File: config.mk
export PLATFORM = sky130hd
export DESIGN_NAME = sarc_top
export DESIGN_NICKNAME = d
export VERILOG_FILES = /design/src/design/sarc_pkg.sv /design/src/design/sarc_top.sv
export SDC_FILE = /design/constraint.sdc
export NUM_CORES = 1
export LEC_CHECK = 0
export ABC_CLOCK_PERIOD_IN_PS = 14200
export BUFFER_PORTS_ARGS = -buffer_cell sky130_fd_sc_hd__buf_2
export CORE_MARGIN = 2
export CORE_UTILIZATION = 40
export CTS_CLUSTER_DIAMETER = 30
export DETAILED_ROUTE_END_ITERATION = 10
export PLACE_DENSITY = 0.62
export SYNTH_ARGS = -nofsm -noshare
export SYNTH_HDL_FRONTEND = slang
export SYNTH_SLANG_ARGS = --single-unit
File: constraint.sdc
create_clock -name ref_clk_in -period 14.2 [get_ports ref_clk_in]
set_clock_uncertainty 0.2 [all_clocks]
set_input_delay 0.71 -clock ref_clk_in [delete_from_list [all_inputs] [get_ports ref_clk_in]]
set_output_delay 0.71 -clock ref_clk_in [all_outputs]
set_load 0.03 [all_outputs]
File: src/design/sarc_pkg.sv
package sarc_pkg;
  // register byte offsets
  localparam logic [7:0] OFS_CONTROL    = 8'h00;
  localparam logic [7:0] OFS_CONFIG     = 8'h04;
  localparam logic [7:0] OFS_SAMP_TIME  = 8'h08;
  localparam logic [7:0] OFS_SAMP_SEL   = 8'h0c;
  localparam logic [7:0] OFS_STATUS     = 8'h10;
  localparam logic [7:0] OFS_IRQ_ENABLE = 8'h14;
  localparam logic [7:0] OFS_RESULT     = 8'h18;
  localparam logic [7:0] OFS_WATCH_CH   = 8'h1c;
  localparam logic [7:0] OFS_WATCH_THR  = 8'h20;
  // control bits (write one)
  localparam int CTL_START = 0;
  localparam int CTL_STOP  = 1;
  // config bits
  localparam int CFG_LOW_FREQ  = 0;
  localparam int CFG_OVR_POL   = 1;
  localparam int CFG_DMA_EN    = 2;
  localparam int CFG_AUTO_WAIT = 3;
  localparam int CFG_TEMP_EN   = 4;
  localparam int CFG_CH_LSB    = 16;
  localparam int CFG_CH_MSB    = 20;
  // status bits, irq enables share the flag positions
  localparam int ST_DONE    = 0;
  localparam int ST_OVERRUN = 1;
  localparam int ST_ALERT   = 2;
  localparam int ST_BUSY    = 3;
  localparam int ST_ARMED   = 4;
  // sampling time fields
  localparam int SAMP_A_LSB = 0;
  localparam int SAMP_A_MSB = 3;
  localparam int SAMP_B_LSB = 4;
  localparam int SAMP_B_MSB = 7;
  // threshold fields
  localparam int THR_LO_LSB = 0;
  localparam int THR_LO_MSB = 11;
  localparam int THR_HI_LSB = 16;
  localparam int THR_HI_MSB = 27;
  // widths and timing
  localparam int NUM_CH   = 20;
  localparam int DATA_W   = 12;
  localparam logic [3:0] SAR_CYCLES   = 4'h000d;
  localparam logic [3:0] SAMP_MIN     = 4'h0001;
  localparam logic [NUM_CH-1:0] WATCH_CH_MASK = 20'h9_ffff;
  localparam logic [4:0] TEMP_CHANNEL = 5'h0c;
  localparam logic [31:0] RST_WORD    = 32'h0000_0000;
  // conversion sequencer
  typedef enum logic [1:0] {
    ST_IDLE   = 2'b00,
    ST_RESET  = 2'b01,
    ST_SAMPLE = 2'b10,
    ST_SAR    = 2'b11
  } sarc_state_e;
endpackage : sarc_pkg

File: src/design/sarc_top.sv
// Local design decisions: register access over APB and the register offsets.
`timescale 1ns/1ps
// How it works
// - low-freq mode resets converter on each trigger
// - conversion is sampling then 13 sar cycles
// - two 4-bit sampling times set sample length
// - per-channel bit picks sampling time a/b
// - completion with done still set sets overrun
// - overrun cleared by write one, raises irq
// - after overrun keep converting; stop halts
// - preserve policy keeps old result, drops new
// - overwrite policy always stores latest result
// - completion sets done and updates result unless the new one is dropped
// - dma enabled: one request per conversion that ends without overrun
// - overrun under either policy stops dma requests
// - auto-wait: no new conversion until result taken
// - auto-wait: hardware triggers ignored while waiting
// - watchdog only on enabled channels 0-16, 19
// - compare 12-bit result to both thresholds
// - out of range sets alert, irq, write-one clear
// - threshold write mid conversion masks that result
// - temp sensor enable powers sensor on channel 12
// - done cleared by write one or result read
// - triggers during conversion are ignored
module sarc_top (
  input  wire logic        ref_clk_in,         // 20 MHz clock
  input  wire logic        reset_in,           // async reset, high
  input  wire logic        psel_in,            // apb select
  input  wire logic        penable_in,         // apb enable
  input  wire logic        pwrite_in,          // apb direction
  input  wire logic [7:0]  paddr_in,           // apb byte address
  input  wire logic [31:0] pwdata_in,          // apb write data
  output logic      [31:0] prdata_out,         // apb read data
  output logic             pready_out,         // apb ready
  output logic             pslverr_out,        // apb error, unmapped
  input  wire logic        hw_trigger_in,      // hardware trigger pulse
  input  wire logic [11:0] sar_data_in,        // converter result
  output logic             analog_reset_out,   // converter state reset
  output logic             sample_hold_out,    // sampling phase
  output logic             sar_active_out,     // approximation phase
  output logic      [4:0]  channel_out,        // selected input
  output logic             temp_sensor_power_out, // sensor power
  output logic             dma_req_out,        // one-cycle dma request
  output logic             irq_out             // interrupt level
);

  // register file and sequencer state
  sarc_pkg::sarc_state_e state_ff,      nxt_state;
  logic [3:0]            cnt_ff,        nxt_cnt;
  logic [31:0]           cfg_ff,        nxt_cfg;
  logic [7:0]            samp_ff,       nxt_samp;
  logic [19:0]           sel_ff,        nxt_sel;
  logic [19:0]           wch_ff,        nxt_wch;
  logic [31:0]           thr_ff,        nxt_thr;
  logic [2:0]            ier_ff,        nxt_ier;
  logic                  armed_ff,      nxt_armed;
  logic                  done_ff,       nxt_done;
  logic                  overrun_ff,    nxt_overrun;
  logic                  alert_ff,      nxt_alert;
  logic                  mask_ff,       nxt_mask;
  logic [11:0]           result_ff,     nxt_result;
  logic [31:0]           prdata_ff,     nxt_prdata;
  logic                  pready_ff,     nxt_pready;
  logic                  pslverr_ff,    nxt_pslverr;
  logic                  dma_ff,        nxt_dma;
  logic                  irq_ff,        nxt_irq;
  logic                  areset_ff,     nxt_areset;

  logic       setup, access, wr, ctl_wr, stop_wr, sw_trig, go, conv_end;
  logic       ovr_evt, store, monitored, thr_wr, out_range, policy;
  logic [3:0] samp_len;
  logic [4:0] chan;

  // true for addresses that hold a register
  function automatic logic is_mapped(input logic [7:0] a);
    case (a)
      sarc_pkg::OFS_CONTROL, sarc_pkg::OFS_CONFIG,
      sarc_pkg::OFS_SAMP_TIME, sarc_pkg::OFS_SAMP_SEL,
      sarc_pkg::OFS_STATUS, sarc_pkg::OFS_IRQ_ENABLE,
      sarc_pkg::OFS_RESULT, sarc_pkg::OFS_WATCH_CH,
      sarc_pkg::OFS_WATCH_THR: is_mapped = 1'b1;
      default:                 is_mapped = 1'b0;
    endcase
  endfunction : is_mapped

  // decode of a write to one address in the access phase
  function automatic logic wr_hit(input logic       w,
                                  input logic [7:0] a,
                                  input logic [7:0] ofs);
    wr_hit = w && (a == ofs);
  endfunction : wr_hit

  // bus phases: ready answers one cycle after setup
  assign setup   = psel_in && !penable_in;
  assign access  = psel_in && penable_in && pready_ff;
  assign wr      = access && pwrite_in;
  assign ctl_wr  = wr_hit(wr, paddr_in, sarc_pkg::OFS_CONTROL);
  assign stop_wr = ctl_wr && pwdata_in[sarc_pkg::CTL_STOP];
  assign sw_trig = ctl_wr && pwdata_in[sarc_pkg::CTL_START];
  assign thr_wr  = wr_hit(wr, paddr_in, sarc_pkg::OFS_WATCH_THR);
  assign policy  = cfg_ff[sarc_pkg::CFG_OVR_POL];
  assign chan    = cfg_ff[sarc_pkg::CFG_CH_MSB:sarc_pkg::CFG_CH_LSB];

  // only an idle, unblocked sequencer accepts a trigger
  assign go = (sw_trig || (armed_ff && hw_trigger_in))
           && (state_ff == sarc_pkg::ST_IDLE)
           && !(cfg_ff[sarc_pkg::CFG_AUTO_WAIT] && done_ff)
           && !stop_wr;

  // sample length from the channel's chosen setting, never zero
  always_comb begin
    samp_len = sel_ff[chan] ? samp_ff[sarc_pkg::SAMP_B_MSB:
                                      sarc_pkg::SAMP_B_LSB]
                            : samp_ff[sarc_pkg::SAMP_A_MSB:
                                      sarc_pkg::SAMP_A_LSB];
    if (samp_len < sarc_pkg::SAMP_MIN) begin
      samp_len = sarc_pkg::SAMP_MIN;
    end
  end

  // end of conversion and what it does with the new result
  assign conv_end  = (state_ff == sarc_pkg::ST_SAR)
                  && (cnt_ff == sarc_pkg::SAMP_MIN);
  assign ovr_evt   = conv_end && done_ff;
  assign store     = conv_end && (policy ||
                     (!done_ff && !overrun_ff));
  assign monitored = wch_ff[chan]
                  && sarc_pkg::WATCH_CH_MASK[chan];
  assign out_range = (sar_data_in < thr_ff[sarc_pkg::THR_LO_MSB:
                                           sarc_pkg::THR_LO_LSB])
                  || (sar_data_in > thr_ff[sarc_pkg::THR_HI_MSB:
                                           sarc_pkg::THR_HI_LSB]);

  // sequencer next state
  always_comb begin
    nxt_state  = state_ff;
    nxt_cnt    = cnt_ff;
    nxt_areset = 1'b0;
    case (state_ff)
      sarc_pkg::ST_IDLE: begin
        if (go && cfg_ff[sarc_pkg::CFG_LOW_FREQ]) begin
          nxt_state  = sarc_pkg::ST_RESET;
          nxt_areset = 1'b1;
        end else if (go) begin
          nxt_state = sarc_pkg::ST_SAMPLE;
          nxt_cnt   = samp_len;
        end
      end
      sarc_pkg::ST_RESET: begin
        nxt_state = sarc_pkg::ST_SAMPLE;
        nxt_cnt   = samp_len;
      end
      sarc_pkg::ST_SAMPLE: begin
        if (cnt_ff == sarc_pkg::SAMP_MIN) begin
          nxt_state = sarc_pkg::ST_SAR;
          nxt_cnt   = sarc_pkg::SAR_CYCLES;
        end else begin
          nxt_cnt = cnt_ff - sarc_pkg::SAMP_MIN;
        end
      end
      sarc_pkg::ST_SAR: begin
        if (conv_end) begin
          nxt_state = sarc_pkg::ST_IDLE;
        end else begin
          nxt_cnt = cnt_ff - sarc_pkg::SAMP_MIN;
        end
      end
      default: nxt_state = sarc_pkg::ST_IDLE;
    endcase
    // stop aborts and discards the conversion in flight
    if (stop_wr) begin
      nxt_state = sarc_pkg::ST_IDLE;
    end
  end

  // registers, flags, results and bus answers
  always_comb begin
    nxt_cfg     = cfg_ff;
    nxt_samp    = samp_ff;
    nxt_sel     = sel_ff;
    nxt_wch     = wch_ff;
    nxt_thr     = thr_ff;
    nxt_ier     = ier_ff;
    nxt_armed   = armed_ff;
    nxt_result  = result_ff;
    nxt_prdata  = prdata_ff;
    nxt_pready  = setup;
    nxt_pslverr = setup && !is_mapped(paddr_in);
    if (wr_hit(wr, paddr_in, sarc_pkg::OFS_CONFIG)) nxt_cfg = pwdata_in;
    if (wr_hit(wr, paddr_in, sarc_pkg::OFS_SAMP_TIME)) begin
      nxt_samp = pwdata_in[7:0];
    end
    if (wr_hit(wr, paddr_in, sarc_pkg::OFS_SAMP_SEL)) begin
      nxt_sel = pwdata_in[19:0];
    end
    if (wr_hit(wr, paddr_in, sarc_pkg::OFS_WATCH_CH)) begin
      nxt_wch = pwdata_in[19:0] & sarc_pkg::WATCH_CH_MASK;
    end
    if (thr_wr) nxt_thr = pwdata_in;
    if (wr_hit(wr, paddr_in, sarc_pkg::OFS_IRQ_ENABLE)) begin
      nxt_ier = pwdata_in[2:0];
    end
    // start arms hardware triggers, stop disarms
    if (sw_trig) nxt_armed = 1'b1;
    if (stop_wr) nxt_armed = 1'b0;
    if (store)   nxt_result = sar_data_in;
    // flags: the hardware set wins over a software clear
    nxt_done    = done_ff;
    nxt_overrun = overrun_ff;
    nxt_alert   = alert_ff;
    if ((wr_hit(wr, paddr_in, sarc_pkg::OFS_STATUS)
         && pwdata_in[sarc_pkg::ST_DONE])
        || (access && !pwrite_in
            && (paddr_in == sarc_pkg::OFS_RESULT))) begin
      nxt_done = 1'b0;
    end
    if (wr_hit(wr, paddr_in, sarc_pkg::OFS_STATUS)) begin
      if (pwdata_in[sarc_pkg::ST_OVERRUN]) nxt_overrun = 1'b0;
      if (pwdata_in[sarc_pkg::ST_ALERT])   nxt_alert   = 1'b0;
    end
    if (conv_end) nxt_done = 1'b1;
    if (ovr_evt)  nxt_overrun = 1'b1;
    if (conv_end && monitored && !mask_ff && !thr_wr && out_range) begin
      nxt_alert = 1'b1;
    end
    // watchdog mask: set by a guarded mid-conversion write
    nxt_mask = mask_ff;
    if (go) nxt_mask = 1'b0;
    if (thr_wr && monitored && (state_ff != sarc_pkg::ST_IDLE)) begin
      nxt_mask = 1'b1;
    end
    // dma held off while an overrun stands, resumes once cleared
    nxt_dma = conv_end && cfg_ff[sarc_pkg::CFG_DMA_EN]
           && !ovr_evt && !overrun_ff;
    nxt_irq = (nxt_overrun && ier_ff[sarc_pkg::ST_OVERRUN])
           || (nxt_alert && ier_ff[sarc_pkg::ST_ALERT]);
    // read data is prepared in the setup cycle
    if (setup) begin
      case (paddr_in)
        sarc_pkg::OFS_CONFIG:     nxt_prdata = cfg_ff;
        sarc_pkg::OFS_SAMP_TIME:  nxt_prdata = {24'h00_0000, samp_ff};
        sarc_pkg::OFS_SAMP_SEL:   nxt_prdata = {12'h000, sel_ff};
        sarc_pkg::OFS_WATCH_CH:   nxt_prdata = {12'h000, wch_ff};
        sarc_pkg::OFS_WATCH_THR:  nxt_prdata = thr_ff;
        sarc_pkg::OFS_IRQ_ENABLE: nxt_prdata = {29'h0000_0000, ier_ff};
        sarc_pkg::OFS_RESULT:     nxt_prdata = {20'h0_0000, result_ff};
        sarc_pkg::OFS_STATUS: begin
          nxt_prdata = sarc_pkg::RST_WORD;
          nxt_prdata[sarc_pkg::ST_DONE]    = done_ff;
          nxt_prdata[sarc_pkg::ST_OVERRUN] = overrun_ff;
          nxt_prdata[sarc_pkg::ST_ALERT]   = alert_ff;
          nxt_prdata[sarc_pkg::ST_BUSY]    = state_ff != sarc_pkg::ST_IDLE;
          nxt_prdata[sarc_pkg::ST_ARMED]   = armed_ff;
        end
        default: nxt_prdata = sarc_pkg::RST_WORD;
      endcase
    end
  end

  // all state registered here, constants only under reset
  always_ff @(posedge ref_clk_in or posedge reset_in) begin
    if (reset_in) begin
      state_ff   <= sarc_pkg::ST_IDLE;
      cnt_ff     <= 4'h0;
      cfg_ff     <= sarc_pkg::RST_WORD;
      samp_ff    <= 8'h00;
      sel_ff     <= 20'h0_0000;
      wch_ff     <= 20'h0_0000;
      thr_ff     <= sarc_pkg::RST_WORD;
      ier_ff     <= 3'h0;
      armed_ff   <= 1'b0;
      done_ff    <= 1'b0;
      overrun_ff <= 1'b0;
      alert_ff   <= 1'b0;
      mask_ff    <= 1'b0;
      result_ff  <= 12'h000;
      prdata_ff  <= sarc_pkg::RST_WORD;
      pready_ff  <= 1'b0;
      pslverr_ff <= 1'b0;
      dma_ff     <= 1'b0;
      irq_ff     <= 1'b0;
      areset_ff  <= 1'b0;
    end else begin
      state_ff   <= nxt_state;
      cnt_ff     <= nxt_cnt;
      cfg_ff     <= nxt_cfg;
      samp_ff    <= nxt_samp;
      sel_ff     <= nxt_sel;
      wch_ff     <= nxt_wch;
      thr_ff     <= nxt_thr;
      ier_ff     <= nxt_ier;
      armed_ff   <= nxt_armed;
      done_ff    <= nxt_done;
      overrun_ff <= nxt_overrun;
      alert_ff   <= nxt_alert;
      mask_ff    <= nxt_mask;
      result_ff  <= nxt_result;
      prdata_ff  <= nxt_prdata;
      pready_ff  <= nxt_pready;
      pslverr_ff <= nxt_pslverr;
      dma_ff     <= nxt_dma;
      irq_ff     <= nxt_irq;
      areset_ff  <= nxt_areset;
    end
  end

  // outputs straight from flops; phase strobes decode the state
  assign prdata_out            = prdata_ff;
  assign pready_out            = pready_ff;
  assign pslverr_out           = pslverr_ff;
  assign analog_reset_out      = areset_ff;
  assign sample_hold_out       = state_ff == sarc_pkg::ST_SAMPLE;
  assign sar_active_out        = state_ff == sarc_pkg::ST_SAR;
  assign channel_out           = chan;
  assign temp_sensor_power_out = cfg_ff[sarc_pkg::CFG_TEMP_EN];
  assign dma_req_out           = dma_ff;
  assign irq_out               = irq_ff;

  // checks
  property p_sar_len;
    @(posedge ref_clk_in) disable iff (reset_in || stop_wr)
    $rose(sar_active_out) |-> sar_active_out[*8] ##0
      (sar_active_out[*6] or !sar_active_out[*1]);
  endproperty
  a_sar_len: assert property (p_sar_len) else $error("sar phase length");
  property p_sar_exact;
    @(posedge ref_clk_in) disable iff (reset_in)
    conv_end |-> $past(sar_active_out, 12) && !$past(sar_active_out, 13);
  endproperty
  a_sar_exact: assert property (p_sar_exact) else $error("sar not 13");
  property p_ovr_set;
    @(posedge ref_clk_in) disable iff (reset_in)
    conv_end && done_ff |=> overrun_ff && done_ff;
  endproperty
  a_ovr_set: assert property (p_ovr_set) else $error("overrun missed");
  property p_keep_data;
    @(posedge ref_clk_in) disable iff (reset_in)
    conv_end && !policy && (done_ff || overrun_ff) |=> $stable(result_ff);
  endproperty
  a_keep_data: assert property (p_keep_data) else $error("data lost");
  property p_overwrite;
    @(posedge ref_clk_in) disable iff (reset_in)
    conv_end && policy |=> result_ff == $past(sar_data_in);
  endproperty
  a_overwrite: assert property (p_overwrite) else $error("no overwrite");
  property p_dma_req;
    @(posedge ref_clk_in) disable iff (reset_in)
    conv_end && cfg_ff[sarc_pkg::CFG_DMA_EN] && !done_ff && !overrun_ff
      |=> dma_req_out ##1 !dma_req_out;
  endproperty
  a_dma_req: assert property (p_dma_req) else $error("dma request");
  property p_dma_block;
    @(posedge ref_clk_in) disable iff (reset_in)
    conv_end && (done_ff || overrun_ff) |=> !dma_req_out;
  endproperty
  a_dma_block: assert property (p_dma_block) else $error("dma not held");
  property p_auto_wait;
    @(posedge ref_clk_in) disable iff (reset_in)
    cfg_ff[sarc_pkg::CFG_AUTO_WAIT] && done_ff
      && state_ff == sarc_pkg::ST_IDLE |=> state_ff == sarc_pkg::ST_IDLE;
  endproperty
  a_auto_wait: assert property (p_auto_wait) else $error("wait broken");
  property p_low_freq;
    @(posedge ref_clk_in) disable iff (reset_in)
    go && cfg_ff[sarc_pkg::CFG_LOW_FREQ] |=> analog_reset_out ##1
      sample_hold_out;
  endproperty
  a_low_freq: assert property (p_low_freq) else $error("no reset");
  property p_busy_ignore;
    @(posedge ref_clk_in) disable iff (reset_in)
    sample_hold_out && !stop_wr |=> !analog_reset_out;
  endproperty
  a_busy_ignore: assert property (p_busy_ignore) else $error("retrigger");
  property p_mask;
    @(posedge ref_clk_in) disable iff (reset_in)
    mask_ff && conv_end |=> $stable(alert_ff) || !alert_ff;
  endproperty
  a_mask: assert property (p_mask) else $error("masked alert set");
  c_overrun: cover property (@(posedge ref_clk_in) ovr_evt);
  c_alert: cover property (@(posedge ref_clk_in) $rose(alert_ff));
  c_dma: cover property (@(posedge ref_clk_in) dma_req_out);
  c_stop: cover property (@(posedge ref_clk_in) stop_wr && sar_active_out);

endmodule : sarc_top

# Yosys cells after proc, flatten, opt, wreduce, memory -nomap -nowiden
# Memory sizes are Yosys's and may differ from the RTL's.
# Cells that the tools add are included.
# W data, S select, Z words.
[op_classes]
n_addsub = 1
n_shift = 0
order_cmp = 4
eq_ne = 18
n_mul = 0
mux = 34
bitwise_logic = 0
div = 0
n_reduce_logical = 64
[op_table]
columns = ["operator", "n"]
rows = [
  ["$pmux W32 S8", 1],
  ["$logic_and A1 B1 Y1", 40],
  ["$eq A8 B5 Y1 const B", 4],
  ["$mux W4", 6],
  ["$mux W1", 18],
  ["$eq A8 B4 Y1 const B", 2],
  ["$pmux W4 S4", 1],
  ["$gt A12 B12 Y1", 1],
  ["$lt A12 B12 Y1", 1],
  ["$bmux W1 S5", 2],
  ["$logic_not A1 Y1", 10],
  ["$mux W2", 5],
  ["$reduce_or A9 Y1", 1],
  ["$eq A8 B3 Y1 const B", 1],
  ["$eq A8 B6 Y1 const B", 1],
  ["$logic_not A8 Y1", 1],
  ["$pmux W2 S4", 1],
  ["$reduce_bool A2 Y1", 4],
  ["$lt A5 B6 Y1 const B", 1],
  ["$ne A2 B2 Y1 const B", 3],
  ["$ne A3 B1 Y1 const B", 2],
  ["$reduce_and A3 Y1", 2],
  ["$logic_or A1 B1 Y1", 5],
  ["$eq A2 B2 Y1 const B", 2],
  ["6 further kinds", 6],
]
[word_totals]
inputBits = 58
regBits = 173
latch_bits = 0
wordCells = 142
mem_bits_ro = 32
ram_bits = 0
memories = 1
[memory_table]
columns = ["name", "depth", "width", "read_ports", "rd_ports_with_merged_regs", "wr", "line", "text"]
rows = [
  ["(no name shown)", 32, 1, 1, 0, 0, "sarc_top.sv:128", "&& sarc_pkg::WATCH_CH_MASK[chan];"],
]

# Longest topological paths before layout
[logic_depth]
word_depth = 13
mapped_depth = 8
mapped_depth_nobuf = 8

# Least setup slack after synthesis
# OpenSTA, ideal clock, no wires.
[synth_path]
path_type = "in2reg"
from = "input paddr_in[4]"
to = "register cnt_ff[1]"
path_buffers = 1
setup_ns = 0.126
required_time_ns = 13.874
cell_stages = 6
t_arrival_ns = 2.330
path_slack_ns = 11.544
cell_sequence = "buf_2 -> or4_4 -> o41ai_2 -> and2_4 -> a31oi_4 -> a221o_1"
[synth_via]
elab_chain_cells = 10
elab_cells_between_ends = 13
cone_classes = "eq/ne: 2; reduce/logical: 11"
[synth_lines]
columns = ["item", "line", "text"]
rows = [
  ["from (decl)", "sarc_top.sv:31", "input wire logic [7:0] paddr_in,"],
  ["$logic_not A8 Y1 (*)", "sarc_top.sv:90", "wr_hit = w && (a == ofs);"],
  ["$logic_and A1 B1 Y1 (*)", "sarc_top.sv:90", ""],
  ["$logic_and A1 B1 Y1", "sarc_top.sv:99", "assign sw_trig = ctl_wr && pwdata_in[sarc_pkg::CTL_START];"],
  ["$logic_or A1 B1 Y1", "sarc_top.sv:105", "assign go = (sw_trig || (armed_ff && hw_trigger_in))"],
  ["$logic_and A1 B1 Y1", "sarc_top.sv:106", "&& (state_ff == sarc_pkg::ST_IDLE)"],
  ["$logic_and A1 B1 Y1", "sarc_top.sv:107", "&& !(cfg_ff[sarc_pkg::CFG_AUTO_WAIT] && done_ff)"],
  ["$logic_and A1 B1 Y1 (*)", "sarc_top.sv:108", "&& !stop_wr;"],
  ["$logic_and A1 B1 Y1", "sarc_top.sv:141", "if (go && cfg_ff[sarc_pkg::CFG_LOW_FREQ]) begin"],
  ["$ne A2 B2 Y1 (no source line)", "-", ""],
  ["$reduce_and A3 Y1 (no source line) (*)", "-", ""],
  ["to (signal assigned)", "sarc_top.sv:285", "cnt_ff <= nxt_cnt;"],
  ["to (decl)", "sarc_top.sv:49", "logic [3:0] cnt_ff, nxt_cnt;"],
]
# Mark *: on every way between the ends. The rest lies on a longest branch, timed or not.
# A chain may end at the register's enable or synchronous reset.

# Final worst setup path
[layout_path]
from = "input paddr_in[2]"
to = "register wch_ff[5]"
[layout_via]
elab_chain_cells = 2
[layout_lines]
columns = ["item", "line", "text"]
rows = [
  ["$eq A8 B5 Y1", "sarc_top.sv:90", ""],
  ["$logic_and A1 B1 Y1", "sarc_top.sv:90", ""],
  ["to (signal assigned)", "sarc_top.sv:289", "wch_ff <= nxt_wch;"],
  ["to (decl)", "sarc_top.sv:53", "logic [19:0] wch_ff, nxt_wch;"],
]
# No other way between the ends.

==> flow_summary.yaml <==
run_status:
  status: "finished clean"
routing:
  via_per_inst: 5.592
  ant_nets: 0
  initialDrtViolationCount: 339
  wirelength_um: 22420
  first_pass_iters: 4
  post_drt_wl_per_cell_um: 20.21
  drc_errors: 0
  num_vias: 6201
power:
  power_density_nw_per_um2: 123.3
  power_switching_uw: 354.7
  pwr-share-seq_pct: 46.0
  p_total_mw: 1.220
  power_frac_comb_pct: 17.2
  clock_power_share_pct: 36.7
  p_int_uw: 864.9
  p_leak_nw: 4.624
  p_sw_share_pct: 29.09
  peakVddDrop_v: 0.00009046
floorplan:
  num_rows: 53
  core_um2: 21150
  die_w_um: 151.1
  dieArea_um2: 22820
  initial_core_util_pct: 40.89
  pin_count: 103
  dieHeight_um: 151.1
job:
  drv_cap: 0
sta:
  fin_setup_tns_ns: 0
  fmax_mhz: 288.0
  worstMarginPinSlew_ns: 0.9791
  postLayoutSetupSlackWorst_ns: 10.73
  period_needed_ns: 3.472
  slew_headroom_pct: 34.72
  hold_viol_final: 0
  rsz0062_at_grt: "false"
  setup_viol: 0
  fin_crit_sh_pct: 24.45
  fin_hold_ws_ns: 0.2650
  slew_violations: 0
worst_setup_path:
  r2r_setup_slack_ns: 10.99
  critPathCaptureType: "register"
  critPathKind: "in2reg"
  reg2reg_from: "cfg_ff[16]$_DFFE_PP0P_"
  cp_max_fo: 19
  cp.required_ns: 14.31
  r2r-end: "cnt_ff[1]$_DFFE_PP0P_"
  reg2regPathDepth: 6
  cp_data_arrival_time_ns: 3.58
  start_kind: "input pin"
finish:
  register_area_um2: 4329
  diodes: 0
  drive_gt1_share_pct: 34.53
  final_nets: 907
  final_cells: 1109
  postLayoutCoreUtil_pct: 46.77
  multiInputGateArea_um2: 3973
  area_growth_pct: 14.36
  fillers: 1950
  final_area_um2: 9893
yosys:
  synth.top_cell.area_share_pct: 50.04
  synth_area_leaders: "dfrtp_1, mux2_2, ha_1, nor2_1, a22oi_1"
  synth_nets: 821
  ys.flop_type: "dfrtp_1"
  ys_types: 69
  synth_edf_count: 0
  yosysWarnings: 0
  async_flop_share_pct: 100.0
  ys_ff_latch: 173
  yosysTopAreaCell: "dfrtp_1"
  postSynthAreaPerCell_um2: 11.77
  yosysSeqAreaShare_pct: 50.04
  syn_inst: 735
  syn_area_um2: 8651
cts:
  cts_hold_buf: 0
  clockRootBuffer: "clkbuf_16"
  cts_htree_levels: 4
  numCtsBuffers: 17
  clk_pin_slew_ns: 0.07
  clock-sinks: 173
  cts_setup_buffers: 0
  cts.path.max_buffers: 2
  clk_latency_ns: 0.43
  cts_resized: 0
  cts_tree: "done"
grt:
  grt_pass1_vias: 6085
  grt_max_degree: 99
  grt-ovfl-total: 0
  antenna_found_initial: 0
  grt_usage_pct: 20.36
  grt_pass1_wl_um: 34840
worst_hold_path:
  hold_path.class: "in2async"
placed_design:
  dpl.hpwl_um: 15660
  dpl_worst_slack_ns: 10.29
  dpl_cell_area_um2: 9334
  placed_cells: 1077
  io_buffers: 102
  gp_congestion: 0.8405
Yosys cell counts (3+ instances only):
master,number
dfrtp_1,173
mux2_2,124
nor2_1,71
nand2_1,36
inv_1,33
a22oi_1,31
ha_1,28
clkbuf_1,21
a21oi_1,19
o21ai_0,15
a221oi_1,14
a31oi_1,12
mux2i_1,12
nand3_1,10
buf_2,8
nand2b_1,8
nor3_1,8
a41oi_1,6
and3_1,6
nor2b_1,6
a21o_1,5
a22o_1,5
buf_4,5
a2111oi_0,4
buf_6,4
mux4_1,4
nand4_1,4
nor3b_1,4
mux4_2,3
o21a_1,3
worst max-delay path by stage:
stage / cells after the start / slack [ns] / to / start
5_1_grt: 6 / 10.55 / wch_ff[8]$_DFFE_PP0P_ / paddr_in[2]
3_5_place_dp: 5 / 10.29 / sel_ff[15]$_DFFE_PP0P_ / paddr_in[4]
2_1_floorplan: 1 / 8.60 / alert_ff$_DFF_PP0_ / reset_in
4_1_cts: 5 / 10.73 / sel_ff[15]$_DFFE_PP0P_ / paddr_in[4]
6_report: 6 / 10.73 / wch_ff[5]$_DFFE_PP0P_ / paddr_in[2]
3_3_place_gp: 5 / 10.37 / sel_ff[17]$_DFFE_PP0P_ / paddr_in[4]
cell type report:
type	instances	share of cell area, %
inverters	34	1.341
clock inverters	11	1.100
flip-flops and latches	173	43.76
clock buffers	21	4.553
well taps	275	3.478
repair buffers	108	5.615
multi-input cells	487	40.15
power by group through the flow:
stage | Clock [mW] | Combinational [mW] | Sequential [mW]
after global placement | 0 | 0.209 | 0.570
after CTS | 0.455 | 0.212 | 0.561
final | 0.448 | 0.210 | 0.561
after global routing | 0.479 | 0.232 | 0.565
after detailed placement | 0 | 0.212 | 0.570
after floorplan | 0 | 0.136 | 0.581
sequential cells by signal (all words and copies together), names as in the netlist, 2 cells and up:
signal	flops
cfg_ff	32
prdata_out	32
thr_ff	32
sel_ff	20
wch_ff	18
result_ff	12
samp_ff	8
cnt_ff	4
ier_ff	3
state_ff	2
routing by layer:
metal,wire (µm),global-route usage (%),up-vias
li1,-,-,2877
met2,10760,32.91,158
met4,401,6.262,0
met5,0,0,-
met3,893,3.253,24
met1,10360,28.28,3142
layout by cell type, fill, tap and decap left out, types with 3 or more instances in the layout:
cell type | synthesis | final
mux2i_1 | 12 | 12
and3_1 | 6 | 5
buf_2 | 8 | 102
a22oi_1 | 31 | 31
a21o_1 | 5 | 5
inv_6 | 0 | 4
ha_1 | 28 | 28
a2111oi_0 | 4 | 4
clkbuf_1 | 21 | 3
nand4_1 | 4 | 4
nand3_1 | 10 | 10
mux4_1 | 4 | 4
mux2_2 | 124 | 124
nand2b_1 | 8 | 8
clkbuf_16 | 0 | 17
nor2_1 | 71 | 71
a21oi_1 | 19 | 19
a41oi_1 | 6 | 6
a22o_1 | 5 | 5
a221oi_1 | 14 | 14
dfrtp_1 | 173 | 173
buf_4 | 5 | 6
nor3b_1 | 4 | 4
mux4_2 | 3 | 3
inv_1 | 33 | 32
clkinvlp_4 | 0 | 4
o21a_1 | 3 | 3
a31oi_1 | 12 | 12
nand2_1 | 36 | 36
nor3_1 | 8 | 8
nor2b_1 | 6 | 6
o21ai_0 | 15 | 14
critical path, stage by stage:
cell and delay (ns):
buf_2 0.38, nor3b_1 0.33, nand2_1 0.13, nor2_1 0.76
nand2_1 0.76, mux2_2 0.49
cells by family after synthesis:
| kind of cell | after synthesis | share of synthesized area [%] |
|---|---|---|
| simple gates | 174 | 9.908 |
| compound gates | 141 | 12.29 |
| flops | 173 | 50.04 |
| fa+ha+maj | 28 | 4.050 |
| buf+inv | 75 | 4.050 |
| mux | 144 | 19.66 |
Power figures use the tool's default switching activity.
